## config.mk

```make
export PLATFORM = sky130hd
export DESIGN_NAME = sid_i2c_slave
export DESIGN_NICKNAME = d
export VERILOG_FILES = /design/src/verilog/sid_pkg.sv /design/src/verilog/sid_i2c_slave.sv
export VERILOG_INCLUDE_DIRS = /design/src /design/src/verilog
export SDC_FILE = /design/constraint.sdc
export NUM_CORES = 1
export LEC_CHECK = 0
export ABC_AREA = 1
export BUFFER_PORTS_ARGS = -buffer_cell sky130_fd_sc_hd__buf_2
export CORE_MARGIN = 3
export CORE_UTILIZATION = 55
export DETAILED_ROUTE_END_ITERATION = 6
export PLACE_DENSITY_LB_ADDON = 0.1
export SLEW_MARGIN = 20
export SYNTH_ARGS = -nofsm -noshare
export SYNTH_HDL_FRONTEND = slang
export SYNTH_SLANG_ARGS = --single-unit
```

## constraint.sdc

```tcl
create_clock -name clk_i -period 2.6 [get_ports clk_i]
set_clock_uncertainty 0.1 [all_clocks]
set_input_delay 0.52 -clock clk_i [delete_from_list [all_inputs] [get_ports clk_i]]
set_output_delay 0.52 -clock clk_i [all_outputs]
set_load 0.01 [all_outputs]
```

## src/verilog/sid_consts.svh

```systemverilog
`ifndef SID_CONSTS_SVH
`define SID_CONSTS_SVH

// Memory map
`define SID_PTR_RST       4'h0
`define SID_MEM_FIRST     4'h0
`define SID_MEM_LAST      4'h8
`define SID_REG_CTRL      4'h8
`define SID_ROM_BYTES     8

// Control byte layout
`define SID_CM_BIT        0
`define SID_CM_RST        1'b1

// Clock and bus timeout
`define SID_CLK_HZ        50000000
`define SID_TIMEOUT_MS    25
`define SID_TIMEOUT_CYC   (`SID_TIMEOUT_MS * (`SID_CLK_HZ / 1000))

// Checksum polynomial x^8 + x^5 + x^4 + 1, bit-reversed for LSB-first shifting
`define SID_CRC_POLY      8'h8C

`endif

```

## src/verilog/sid_pkg.sv

```systemverilog
package sid_pkg;

	typedef enum logic [2:0] {
		SID_IDLE,
		SID_RX,
		SID_ACKW,
		SID_ACK,
		SID_TX,
		SID_MACK
	} sid_state_t;

	typedef enum logic [1:0] {
		SID_PH_ADDR,
		SID_PH_PTR,
		SID_PH_DATA
	} sid_phase_t;

	typedef struct packed {
		logic scl;
		logic sda;
	} sid_pins_t;

endpackage
```

## src/verilog/sid_i2c_slave.sv

```systemverilog
`timescale 1ns/10ps
`include "sid_consts.svh"
// Notes on behaviour
// RQ1: Address byte LSB: 0 write, 1 read.
// RQ2: Bytes MSB first, ninth clock is acknowledge.
// RQ3: START/STOP are SDA edges with SCL high.
// RQ4: SDA change with SCL high is START/STOP.
// RQ5: Repeated START restarts like normal START.
// RQ6: Receiver samples SDA on SCL rising edge.
// RQ7: Transmit bits change on SCL falling edge.
// RQ8: Master generates every SCL pulse.
// RQ9: Acknowledge holds SDA low through high phase.
// RQ10: Matching slave address is always acknowledged.
// RQ11: Refused bytes are not acknowledged, SDA released.
// RQ12: After refusal master restarts or stops.
// RQ13: Master NACK ends read; release SDA.
// RQ14: First written byte loads address pointer.
// RQ15: Acknowledge pointer bytes 00h to 08h only.
// RQ16: Writes to read-only bytes discarded, not acknowledged.
// RQ17: Write advances pointer per byte, wraps 08h.
// RQ18: Read starts at pointer, advances, wraps 08h.
// RQ19: Pointer resets to 00h.
// RQ20: Bus timeout leaves pointer unchanged.
// RQ21: SCL input only; SDA open-drain low.
// RQ22: Control byte: bit 0 mode, rest zero.
// RQ23: Mode 1: stuck bus times out, acts STOP.
// RQ24: Only fixed slave address answered; others ignored.

module sid_i2c_slave #(
	parameter logic [6:0]  SLAVE_ADDR  = 7'h50,
	// Arbitrary identification values, not tied to any real part
	parameter logic [7:0]  FAMILY_CODE = 8'hA5,
	parameter logic [47:0] SERIAL_NUM  = 48'h0123_4567_89AB,
	parameter int          TIMEOUT_CYC = `SID_TIMEOUT_CYC
) (
	input  wire logic              clk_i,
	input  wire logic              srst_i,
	input  wire sid_pkg::sid_pins_t pins_i,
	output logic                   sda_o,
	output logic                   sda_oe_o,
	output logic                   bus_mode_o,
	output logic [3:0]             ptr_o,
	output logic                   busy_o
);
	import sid_pkg::*;

	localparam int TW = $clog2(TIMEOUT_CYC + 1);

	// The one-shot compare below needs a limit above one
	generate
		if (TIMEOUT_CYC < 2) begin : g_bad_timeout
			$error("TIMEOUT_CYC must be at least 2");
		end
	endgenerate

	////////////////////////////////////////////////////////////////////////
	// Identification bytes and their checksum

	function automatic logic [7:0] sid_crc8(input logic [55:0] d);
		logic [7:0] c;
		logic       fb;
		c  = 8'h00;
		fb = 1'b0;
		for (int i = 0; i < 56; i++) begin
			fb = c[0] ^ d[i];
			c  = c >> 1;
			if (fb) begin
				c = c ^ `SID_CRC_POLY;
			end
		end
		return c;
	endfunction

	localparam logic [55:0] ID_BODY = {SERIAL_NUM, FAMILY_CODE};
	localparam logic [63:0] ID_ROM  = {sid_crc8(ID_BODY), ID_BODY};

	////////////////////////////////////////////////////////////////////////
	// Pin synchronisers

	logic [1:0] meta_q;
	logic [1:0] sync_q;
	logic [1:0] prev_q;
	logic [1:0] pins_v;

	assign pins_v = pins_i;

	genvar gi;
	generate
		for (gi = 0; gi < 2; gi++) begin : g_sync
			always_ff @(posedge clk_i) begin
				if (srst_i) begin
					meta_q[gi] <= 1'b1;
					sync_q[gi] <= 1'b1;
					prev_q[gi] <= 1'b1;
				end else begin
					meta_q[gi] <= pins_v[gi];
					sync_q[gi] <= meta_q[gi];
					prev_q[gi] <= sync_q[gi];
				end
			end
		end
	endgenerate

	logic scl_s;
	logic sda_s;
	logic scl_p;
	logic sda_p;
	logic scl_rise;
	logic scl_fall;
	logic start_det;
	logic stop_det;

	assign scl_s    = sync_q[1];
	assign sda_s    = sync_q[0];
	assign scl_p    = prev_q[1];
	assign sda_p    = prev_q[0];
	assign scl_rise = scl_s & ~scl_p; // [RQ6]
	assign scl_fall = ~scl_s & scl_p; // [RQ7]
	// SDA moving while SCL holds high is never data
	assign start_det = scl_s & scl_p & sda_p & ~sda_s; // [RQ3] [RQ4]
	assign stop_det  = scl_s & scl_p & ~sda_p & sda_s; // [RQ3] [RQ4]

	////////////////////////////////////////////////////////////////////////
	// Bus timeout

	logic          cm_q;
	logic [TW-1:0] scl_cnt_q;
	logic [TW-1:0] sda_cnt_q;
	logic          tout;
	logic          scl_edge;

	assign scl_edge = scl_s ^ scl_p;

	// One pulse when a counter reaches the limit, so a START after a
	// long idle with SCL high is not swallowed by a standing timeout
	assign tout = cm_q & ((scl_cnt_q == TW'(TIMEOUT_CYC - 1) & ~scl_edge) |
			(sda_cnt_q == TW'(TIMEOUT_CYC - 1) & ~sda_s)); // [RQ23]

	// Both counters stop at the limit, so a stuck bus trips only once
	always_ff @(posedge clk_i) begin
		if (srst_i) begin
			scl_cnt_q <= '0;
			sda_cnt_q <= '0;
		end else begin
			if (scl_edge) begin
				scl_cnt_q <= '0;
			end else if (scl_cnt_q != TW'(TIMEOUT_CYC)) begin
				scl_cnt_q <= scl_cnt_q + TW'(1);
			end
			if (sda_s) begin
				sda_cnt_q <= '0;
			end else if (sda_cnt_q != TW'(TIMEOUT_CYC)) begin
				sda_cnt_q <= sda_cnt_q + TW'(1);
			end
		end
	end

	////////////////////////////////////////////////////////////////////////
	// Byte decisions

	sid_state_t st_q;
	sid_phase_t ph_q;
	logic [2:0] bitc_q;
	logic [7:0] sh_q;
	logic       ack_q;
	logic       rw_q;
	logic       sda_low_q;
	logic [3:0] ptr_q;

	logic       evt_ok;
	logic [7:0] byte_in;
	logic       addr_hit;
	logic       ptr_ok;
	logic       rx_done;
	logic       rx_ack;
	logic       ptr_load;
	logic       wr_done;
	logic       rd_load;
	logic [7:0] mem_byte;

	assign evt_ok   = ~start_det & ~stop_det & ~tout;
	assign byte_in  = {sh_q[6:0], sda_s}; // [RQ2]
	assign addr_hit = (byte_in[7:1] == SLAVE_ADDR); // [RQ24]
	assign ptr_ok   = (byte_in <= {4'h0, `SID_MEM_LAST}); // [RQ15]
	assign rx_done  = evt_ok & (st_q == SID_RX) & scl_rise & (bitc_q == 3'd7);

	always_comb begin
		case (ph_q)
			SID_PH_ADDR: rx_ack = addr_hit; // [RQ10] [RQ24]
			SID_PH_PTR:  rx_ack = ptr_ok; // [RQ15]
			default:     rx_ack = (ptr_q == `SID_REG_CTRL); // [RQ16]
		endcase
	end

	assign ptr_load = rx_done & (ph_q == SID_PH_PTR) & ptr_ok; // [RQ14]
	assign wr_done  = rx_done & (ph_q == SID_PH_DATA);
	// A read moves the pointer when the byte is loaded, before it is sent
	assign rd_load  = evt_ok & scl_fall & (((st_q == SID_ACK) & (ph_q == SID_PH_ADDR) & rw_q) |
			((st_q == SID_MACK) & ack_q)); // [RQ18]

	// Locations past the control byte never occur: the pointer stays in 0..8
	assign mem_byte = (ptr_q == `SID_REG_CTRL) ? {7'h00, cm_q} : ID_ROM[ptr_q[2:0]*8 +: 8]; // [RQ22]

	////////////////////////////////////////////////////////////////////////
	// Protocol state machine and SDA driver

	always_ff @(posedge clk_i) begin
		if (srst_i) begin
			st_q      <= SID_IDLE;
			ph_q      <= SID_PH_ADDR;
			bitc_q    <= 3'd0;
			sh_q      <= 8'h00;
			ack_q     <= 1'b0;
			rw_q      <= 1'b0;
			sda_low_q <= 1'b0;
		end else if (start_det) begin
			// Repeated START needs no STOP before it
			st_q      <= SID_RX; // [RQ5]
			ph_q      <= SID_PH_ADDR;
			bitc_q    <= 3'd0;
			sda_low_q <= 1'b0;
		end else if (stop_det | tout) begin
			st_q      <= SID_IDLE; // [RQ23]
			sda_low_q <= 1'b0;
		end else begin
			case (st_q)
				SID_RX: begin
					if (scl_rise) begin
						sh_q   <= byte_in; // [RQ6]
						bitc_q <= bitc_q + 3'd1;
						if (bitc_q == 3'd7) begin
							ack_q <= rx_ack;
							if (ph_q == SID_PH_ADDR) begin
								rw_q <= byte_in[0]; // [RQ1]
							end
							// Foreign address: stay off the bus until next START
							st_q <= (ph_q == SID_PH_ADDR && !addr_hit) ? SID_IDLE : SID_ACKW; // [RQ24]
						end
					end
				end
				SID_ACKW: begin
					if (scl_fall) begin
						sda_low_q <= ack_q; // [RQ9] [RQ11]
						st_q      <= SID_ACK;
					end
				end
				SID_ACK: begin
					if (scl_fall) begin
						bitc_q <= 3'd0;
						if (!ack_q && ph_q != SID_PH_DATA) begin
							sda_low_q <= 1'b0; // [RQ11]
							st_q      <= SID_IDLE;
						end else if (ph_q == SID_PH_ADDR && rw_q) begin
							sh_q      <= mem_byte;
							sda_low_q <= ~mem_byte[7]; // [RQ7]
							st_q      <= SID_TX;
						end else begin
							sda_low_q <= 1'b0;
							st_q      <= SID_RX;
							ph_q      <= (ph_q == SID_PH_ADDR) ? SID_PH_PTR : SID_PH_DATA;
						end
					end
				end
				SID_TX: begin
					if (scl_fall) begin
						if (bitc_q == 3'd7) begin
							sda_low_q <= 1'b0;
							st_q      <= SID_MACK;
						end else begin
							sh_q      <= {sh_q[6:0], 1'b0};
							sda_low_q <= ~sh_q[6]; // [RQ2] [RQ7]
							bitc_q    <= bitc_q + 3'd1;
						end
					end
				end
				SID_MACK: begin
					if (scl_rise) begin
						ack_q <= ~sda_s;
					end else if (scl_fall) begin
						bitc_q <= 3'd0;
						if (ack_q) begin
							sh_q      <= mem_byte;
							sda_low_q <= ~mem_byte[7];
							st_q      <= SID_TX;
						end else begin
							// Master declined more data: let it issue STOP
							sda_low_q <= 1'b0; // [RQ13]
							st_q      <= SID_IDLE;
						end
					end
				end
				default: begin
					sda_low_q <= 1'b0;
				end
			endcase
		end
	end

	////////////////////////////////////////////////////////////////////////
	// Address pointer

	// Only a reset clears it; a bus timeout leaves it alone so that the
	// host can carry on from where it stopped
	always_ff @(posedge clk_i) begin // [RQ20]
		if (srst_i) begin
			ptr_q <= `SID_PTR_RST; // [RQ19]
		end else if (ptr_load) begin
			ptr_q <= byte_in[3:0]; // [RQ14]
		end else if (wr_done | rd_load) begin
			if (ptr_q == `SID_MEM_LAST) begin
				ptr_q <= `SID_MEM_FIRST; // [RQ17] [RQ18]
			end else begin
				ptr_q <= ptr_q + 4'h1; // [RQ17] [RQ18]
			end
		end
	end

	////////////////////////////////////////////////////////////////////////
	// Control byte

	always_ff @(posedge clk_i) begin
		if (srst_i) begin
			cm_q <= `SID_CM_RST; // [RQ22]
		end else if (wr_done && ptr_q == `SID_REG_CTRL) begin
			// Upper bits are not stored and read back as zero
			cm_q <= byte_in[`SID_CM_BIT]; // [RQ22]
		end
	end

	////////////////////////////////////////////////////////////////////////
	// Outputs

	// Open drain: the pad only ever pulls low, SCL is never driven
	assign sda_o      = 1'b0; // [RQ21]
	assign sda_oe_o   = sda_low_q; // [RQ21]
	assign bus_mode_o = cm_q;
	assign ptr_o      = ptr_q;
	// Busy also covers a byte meant for another device, up to its last bit
	assign busy_o     = (st_q != SID_IDLE);

endmodule

```

==> Word level (Yosys, flattened, before mapping) <==
Cells that the tools add are included.
{ "totals": {"inputBits": 4, "elab_cells": 178, "regBits": 71, "out_inout_bits": 8} }
{ "op_classes": {"n_mux": 51, "n_shift": 1, "n_eq_ne": 36, "bitwise_logic": 42, "n_lt_le_gt_ge": 1, "n_addsub": 4, "reduce_logical": 25} }
{ "op_table": {"columns": ["operator", "n"], "rows": [
  ["$shiftx A64 B7 Y8 const A", 1],
  ["$mux W7", 9],
  ["$mux W3", 16],
  ["$add A21 B1 Y21 const B", 2],
  ["$eq A21 B21 Y1 const B", 2],
  ["$ne A21 B21 Y1 const B", 2],
  ["$pmux W7 S4", 1],
  ["$ne A2 B2 Y1 const B", 12],
  ["$reduce_and A6 Y1", 4],
  ["$and A1 B1 Y1", 23],
  ["$reduce_and A9 Y1", 2],
  ["$ne A4 B3 Y1 const B", 4],
  ["$pmux W3 S5", 1],
  ["$mux W1", 14],
  ["$not A1 Y1", 14],
  ["$mux W4", 3],
  ["$ne A4 B4 Y1 const B", 3],
  ["$pmux W3 S4", 1],
  ["$reduce_and A12 Y1", 1],
  ["$eq A3 B3 Y1 const B", 3],
  ["$le A8 B4 Y1 const B", 1],
  ["$mux W8", 1],
  ["$eq A7 B7 Y1 const B", 1],
  ["$reduce_bool A7 Y1", 1],
  ["other kinds (24)", 38]
]} }

==> Longest topological paths before layout <==
Gate-level depths: netlist of the first run.
{ "logic_depth": {"depth_word": 14, "depth_mapped": 14, "ltp_nobuf": 14} }

==> Least setup slack after synthesis of the first run <==
OpenSTA, ideal clock, no wires.
{ "synth_timing": {"path_type": "register to register", "start": "register sync_q[1] (netlist: scl_s)", "end": "register ph_q[0]", "synth_period_minus_slack_ps": 1748, "setup_slack_ps": 852, "path_stages_with_launch": 12, "setup_time_ps": 115, "arrival_ps": 1533, "path_buffers": 0, "required_time_ps": 2385, "cell_sequence": "dfxtp_1 > inv_1 > ha_1 > nand3_1 > nor2_1 > nand3_1 > nand2_2 > a21oi_1 > nand3_1 > nand2_1 > o21ai_0 > and2_1"} }
{ "synth_between": {"elab_chain_cells": 8, "word_cells_on_any_way": 16, "classes_between": "bitwise (14); reduce/logical (2)"} }
{ "synth_lines": {"columns": ["item", "line", "rtl"], "rows": [
  ["start: declaration", "sid_i2c_slave.sv:81", "logic [1:0] sync_q;"],
  ["start signal: indexed assignment", "sid_i2c_slave.sv:97", "sync_q[gi] <= meta_q[gi];"],
  ["$xor A1 B1 Y1", "sid_i2c_slave.sv:132", "assign scl_edge = scl_s ^ scl_p;"],
  ["$not A1 Y1", "sid_i2c_slave.sv:136", "assign tout = cm_q & ((scl_cnt_q == TW'(TIMEOUT_CYC - 1) & ~scl_edge) |"],
  ["$and A1 B1 Y1", "sid_i2c_slave.sv:136", null],
  ["$or A1 B1 Y1", "sid_i2c_slave.sv:136", null],
  ["$and A1 B1 Y1", "sid_i2c_slave.sv:136", null],
  ["$or A1 B1 Y1", "sid_i2c_slave.sv:222", "end else if (stop_det | tout) begin"],
  ["$not A1 Y1 (no line)", null, null],
  ["$reduce_and A5 Y1 (no line)", null, null],
  ["end signal: assignment", "sid_i2c_slave.sv:260", "ph_q <= (ph_q == SID_PH_ADDR) ? SID_PH_PTR : SID_PH_DATA;"],
  ["end: declaration", "sid_i2c_slave.sv:162", "sid_phase_t ph_q;"]
]} }
Several ways; a longest one is shown, not always the timed one.
A chain may end at the register's enable or synchronous reset.

==> Final worst setup path of the first run <==
{ "layout_timing": {"start": "register sync_q[1] (netlist: scl_s)", "end": "register bitc_q[0]"} }
{ "layout_between": {"elab_chain_cells": 8, "word_cells_on_any_way": 23, "classes_between": "eq/ne (3); mux (3); bitwise (15); reduce/logical (2)"} }
{ "layout_lines": {"columns": ["item", "line", "rtl"], "rows": [
  ["$xor A1 B1 Y1", "sid_i2c_slave.sv:132", null],
  ["$not A1 Y1", "sid_i2c_slave.sv:136", null],
  ["$and A1 B1 Y1", "sid_i2c_slave.sv:136", null],
  ["$or A1 B1 Y1", "sid_i2c_slave.sv:136", null],
  ["$and A1 B1 Y1", "sid_i2c_slave.sv:136", null],
  ["$or A1 B1 Y1", "sid_i2c_slave.sv:222", null],
  ["$not A1 Y1 (no line)", null, null],
  ["$reduce_and A6 Y1 (no line)", null, null],
  ["end signal: assignment", "sid_i2c_slave.sv:230", "bitc_q <= bitc_q + 3'd1;"],
  ["end signal: assignment", "sid_i2c_slave.sv:272", "bitc_q <= bitc_q + 3'd1;"],
  ["end: declaration", "sid_i2c_slave.sv:163", "logic [2:0] bitc_q;"]
]} }
Several ways; a longest one is shown, not always the timed one. The select of a mux whose other input is x is not followed.

==> out/metrics.csv, run 1 <==
metric,value,unit
synth_top_family_by_area,simple AND/OR/NAND/NOR gates,
post-cts-setup-buffers,0,
fp.dieArea,0.008420,mm²
p_sw,0.8013,mW
clock_sinks,71,
start_kind,register,
synth_mux_area_share,0,%
synth-seq-cells,71,
dp.cells,702,
nFillCells,635,
grt_usage,21.94,%
slew_viol_final,0,
cts.path.max_buffers,2,
power_leakage,1.763,nW
synth-xor-area-share,0.8661,%
grt_pass1_wl,15290,µm
grt_antenna_before_repair,0,
port_buffers,10,
cp_max_fo,11,
first_pass_iters,5,
syn_avg_cell_area,6.753,µm²
place_ws,391.2,ps
post-route-period-util,84.73,%
cp.buffers_inverters,1,
gp_congestion,0.9148,
tns,0,ps
multi_input_area,0.002230,mm²
cts_tree,yes,
synth_common_cells,"nand2_1, inv_1, nor2_1, dfxtp_1, a21oi_1",
ys.flop_type,dfxtp_1,
hold_buffers,0,
combinationalPowerShare,19.5,%
htree_levels,3,
slowest_delay,390,ps
clockPowerShare,34.3,%
path_delay_family,simple AND/OR/NAND/NOR gates,
power.density,583.2,mW/mm²
switching_share,31.19,%
drc_errors,0,
routed_via_density,5.266,
synthSimpleGateAreaFrac,34.18,%
cts_resized,0,
setup_viol,0,
die_w,91.76,µm
num_rows,30,
start_util,58.25,%
rsz0062_at_grt,false,
drive_gt1_share,11.74,%
final_nets,636,
ys_top_cells_by_area,"dfxtp_1, nand2_1, inv_1",
ant_nets,0,
critPathCaptureType,register,
outcome,"finished, final reports clean",
synthAdderAreaFrac,4.640,%
report.final.hold_viol_count,0,
ys_types,40,
wirelength,8972,µm
setup_slack,397.1,ps
root_buffer,clkbuf_8,
yosysTopAreaCellShare,35.14,%
yosysWarnings,0,
gr-total-overflow,0,
clk_pin_slew,80,ps
synth_compound_area_share,15.34,%
syn-num-nets,618,
ys_seq_area_share,35.14,%
totalPowerFinal,2.569,mW
cp.required,2790,ps
synth_top_area_cell,dfxtp_1,
synth_edf_count,0,
syn_inst,599,
p_int,1.768,mW
async_reset_ff_share,0,%
wl_per_cell,12.50,µm
synth_area,0.004045,mm²
grt_start_max_net_pins,18,
finalCriticalPeriod,2203,ps
cp.arrival,2390,ps
grt_pass1_vias,3488,
diodes,0,
synth_most_common_cell,nand2_1,
die_h,91.76,µm
cap_violations,0,
timing.hold.ws,257.8,ps
crit_chain,inv_1 -> ha_1 -> nand3_1 -> nor2_1 -> nand3_1 -> nand2_2 -> nand2_4 -> nand2_2 -> nor2_2 -> nand2_1 -> nand2_1 -> nand2_1 -> nor2_1,
drtIter0Drc,139,
clock.fmax,453.9,MHz
hpwlAfterDp,6795,µm
route.vias.total,3781,
min_path_type,in -> reg,
cp_common_cell,nand2_1,
core-area,0.006944,mm²
clkLatencyLatePin,340,ps
area_delta_synth_final,8.908,%
io_pins,12,
seq_area,0.001421,mm²
finalNonFillerCells,718,
power_frac_seq,46.2,%
slowest_stage,nor2_2,
ir_worst_vdd,338.9,µV
critPathKind,reg -> reg,
cts_buffers,9,
-- layout make-up --
cell class / count / share of cell area [%]
sequential: 71 / 32.26
timing repair buffer: 15 / 1.988
inverter: 93 / 7.924
clock buffer: 10 / 3.124
tap: 96 / 2.726
multi-input combinational: 427 / 50.61
clock inverter: 6 / 1.363
-- kinds of logic (layout without fill, tap and decap cells) --
group	after synthesis	count (layout)
adders and majority gates	15	15
DFF	71	71
xor gates and xnor gates	4	4
other	1	1
AOI/OAI and AO/OA	114	114
buffers and inverters	101	124
and+or+nand+nor	293	293
-- sequential cells by signal, indices dropped and copies added, names as in the netlist --
signal	cells
ph_q	2
scl_s	1
sda_p	1
ack_q	1
rw_q	1
ptr_o	4
bitc_q	3
scl_cnt_q	21
sda_cnt_q	21
sda_oe_o	1
st_q	3
scl_p	1
sda_s	1
meta_q	2
bus_mode_o	1
sh_q	7
-- power groups by stage --
stage	logic [mW]	clock network, mW	registers (mW)
floorplan	0.408	0	1.20
global placement	0.489	0	1.21
detailed placement	0.498	0	1.21
CTS	0.501	0.901	1.19
global route	0.569	0.945	1.20
finish	0.500	0.882	1.19
-- worst register-to-register path: stages (launching register included) --
cell	delay, ps
dfxtp_1	360
inv_1	70
ha_1	310
nand3_1	80
nor2_1	40
nand3_1	80
nand2_2	80
nand2_4	110
nand2_2	60
nor2_2	390
nand2_1	200
nand2_1	110
nand2_1	50
nor2_1	110
-- per-stage QoR --
step	util, %	cell area (µm²)
floorplan	-	4045
global placement	60.59	4208
detailed placement	60.59	4208
CTS	63.44	4405
global route	63.44	4405
finish	63.44	4405
-- final timing paths --
kind               end  slack, ps  cells after the start  startpoint
max          bitc_q[0]        400                     13       scl_s
min          meta_q[0]        260                      2   pins_i[0]
max reg2reg  bitc_q[0]        400                     13       scl_s
min reg2reg      scl_s        330                      1   meta_q[1]
-- layer usage --
| layer | vias up | share of wire, % | global-route usage (%) |
|---|---|---|---|
| met5 | - | 0 | 0 |
| met4 | 0 | 2.4 | 8.911 |
| met3 | 21 | 3.9 | 3.363 |
| met2 | 80 | 47 | 37.31 |
| met1 | 1695 | 47 | 27.72 |
| li1 | 1985 | - | - |
-- placed cells by master, fill, tap and decap left out, types with 2 or more instances in the layout --
cell,count
a31oi_1,4
nand2_4,3
o21ai_0,43
nand3_2,2
o21ai_2,2
or2_2,4
nand3_1,44
inv_2,5
o21ai_1,2
nor3_4,3
inv_1,87
o2111ai_1,2
ha_1,15
nor4_1,4
clkbuf_8,10
o31ai_1,2
clkinvlp_4,2
nor2_1,75
nand4_1,12
dfxtp_1,71
nand2_2,8
a21oi_1,50
a21boi_1,2
buf_2,10
nor3_2,3
nor3_1,15
nor2_4,3
nand2_1,107
nor2_2,8
buf_4,5
o21a_1,2
xor2_1,3
o211ai_1,2
clkinv_2,3
(Power assumes the default switching activity.)
==> run 2: changes to the inputs <==
==> constraint.sdc (replaced) <==
create_clock -name clk_i -period 2 [get_ports clk_i]
set_clock_uncertainty 0.1 [all_clocks]
set_input_delay 0.4 -clock clk_i [delete_from_list [all_inputs] [get_ports clk_i]]
set_output_delay 0.4 -clock clk_i [all_outputs]
set_load 0.01 [all_outputs]
==> run 2 against run 1 <==
  * Critical path depth stayed put
  * Setup slack worse by 270 ps
  * Flip-flop and latch count stayed put
  * Combinational power rose by 37%
  * Via count up 3.6%
  * Routed wire length increased by 2.0%
  * Design area increased by 4.1%
  * Clock power up 37%
  * Die area unchanged
  * Power increased by 34%
  * Critical path type unchanged
  * Largest cell class unchanged
==> out/metrics.csv, run 2 (synthesized netlist as in run 1, its figures left out) <==
metric,value,unit
timing.hold.ws,147.9,ps
clockPowerShare,35.0,%
final_common_cell,nand2_1,
cp.arrival,2000,ps
start_kind,register,
finalNonFillerCells,732,
min_path_type,in -> reg,
clock.fmax,533.8,MHz
grt_start_max_net_pins,17,
drive_gt1_share,15.41,%
cp.required,2130,ps
gr-total-overflow,0,
combinationalPowerShare,19.8,%
drtIter0Drc,216,
fp.dieArea,0.008420,mm²
p_int,2.404,mW
clk_pin_slew,80,ps
critPathCaptureType,register,
start_util,58.25,%
diodes,0,
clock_sinks,71,
power_frac_seq,45.1,%
report.final.hold_viol_count,0,
cts.path.max_buffers,2,
routed_via_density,5.351,
clkLatencyLatePin,340,ps
first_pass_iters,4,
hpwlAfterDp,6869,µm
p_sw,1.039,mW
io_pins,12,
grt_pass1_wl,15320,µm
root_buffer,clkbuf_8,
gp_congestion,0.9174,
drc_errors,0,
dp.cells,711,
met2WireLength,4333,µm
htree_levels,3,
ir_worst_vdd,472.9,µV
setup_viol,0,
cap_violations,0,
outcome,"finished, final reports clean",
route.met3.wl,427,µm
finalCriticalPeriod,1874,ps
grt_usage,22.07,%
final_cell_mix,"nand2_1, inv_1, nor2_1",
post-route-period-util,93.68,%
wl_per_cell,12.50,µm
slew_viol_final,0,
cp_max_fo,8,
area_delta_synth_final,13.39,%
place_ws,86.08,ps
port_buffers,10,
setup_slack,126.5,ps
final_nets,650,
core-area,0.006944,mm²
wl_met1,4153,µm
critPathKind,reg -> reg,
cts_tree,yes,
ant_nets,0,
grt_pass1_vias,3513,
power_leakage,1.860,nW
wirelength,9151,µm
grt_antenna_before_repair,0,
num_rows,30,
reg2reg_setup_slack,130,ps
top_layer,met4,
power.density,750.6,mW/mm²
die_w,91.76,µm
largestRegisters,"scl_cnt_q: 21 flops, sda_cnt_q: 21 flops, sh_q: 7 flops",
route.vias.total,3917,
cts_buffers,9,
die_h,91.76,µm
switching_share,30.18,%
-- run 2: cell count changes in the layout (fill, tap and decap cells not counted), sizes merged --
cell	before	now
buf	15	29
clkinv	4	3
clkbuf	10	13
clkinvlp	2	0
-- run 2: cell type report --
cell class,count,area [µm²]
clock buffers,13,168.9
clock inverters,3,40.04
fillers,605,2357
inverters,93,349.1
multi-input cells,427,2283
flip-flops and latches,71,1429
well taps,96,120.1
repair buffers,29,196.4
-- run 2: final timing paths --
kind	start	to	cells after the start
max	scl_s	sh_q[3]	13
min	pins_i[0]	meta_q[0]	2
max reg2reg	scl_s	sh_q[3]	13
min reg2reg	meta_q[1]	scl_s	1
-- run 2: critical path, stage by stage, from the launching register on --
cell and delay, ps:
dfxtp_1 340, inv_1 80, ha_4 240, nand3_1 70, nor2_1 40, nand3_1 70, nand2_2 90, nand2_4 120
nand2_2 60, nor2_2 170, buf_6 160, nand2_4 70, nand2_1 80, a21oi_1 60
-- run 2: power by group through the flow --
stage	Clock (mW)	Sequential (mW)	Combinational, mW
2_1_floorplan	0	1.56	0.530
3_3_place_gp	0	1.58	0.650
3_5_place_dp	0	1.58	0.660
4_1_cts	1.23	1.55	0.663
5_1_grt	1.30	1.56	0.767
6_report	1.21	1.55	0.683
-- run 2: repair_timing --
action                     in CTS  in global routing
resized for setup               0                 19
setup buffers                   0                  5
hold buffers                    0                  0
setup endpoints to repair       0                 19
-- run 2: layer usage --
layer	global-route usage, %	up-vias
met5	0	-
met3	4.102	25
met1	27.87	1781
li1	-	2014
met4	10.52	0
met2	36.28	97
-- run 2: metrics by stage --
step	setup TNS, ps	instance area [µm²]	utilization [%]	power (mW)
after floorplan	0	4045	-	2.094
after global placement	0	4275	61.57	2.229
after detailed placement	0	4275	61.57	2.239
after CTS	0	4484	64.58	3.444
after global routing	-70.55	4587	66.05	3.636
final	0	4587	66.05	3.443
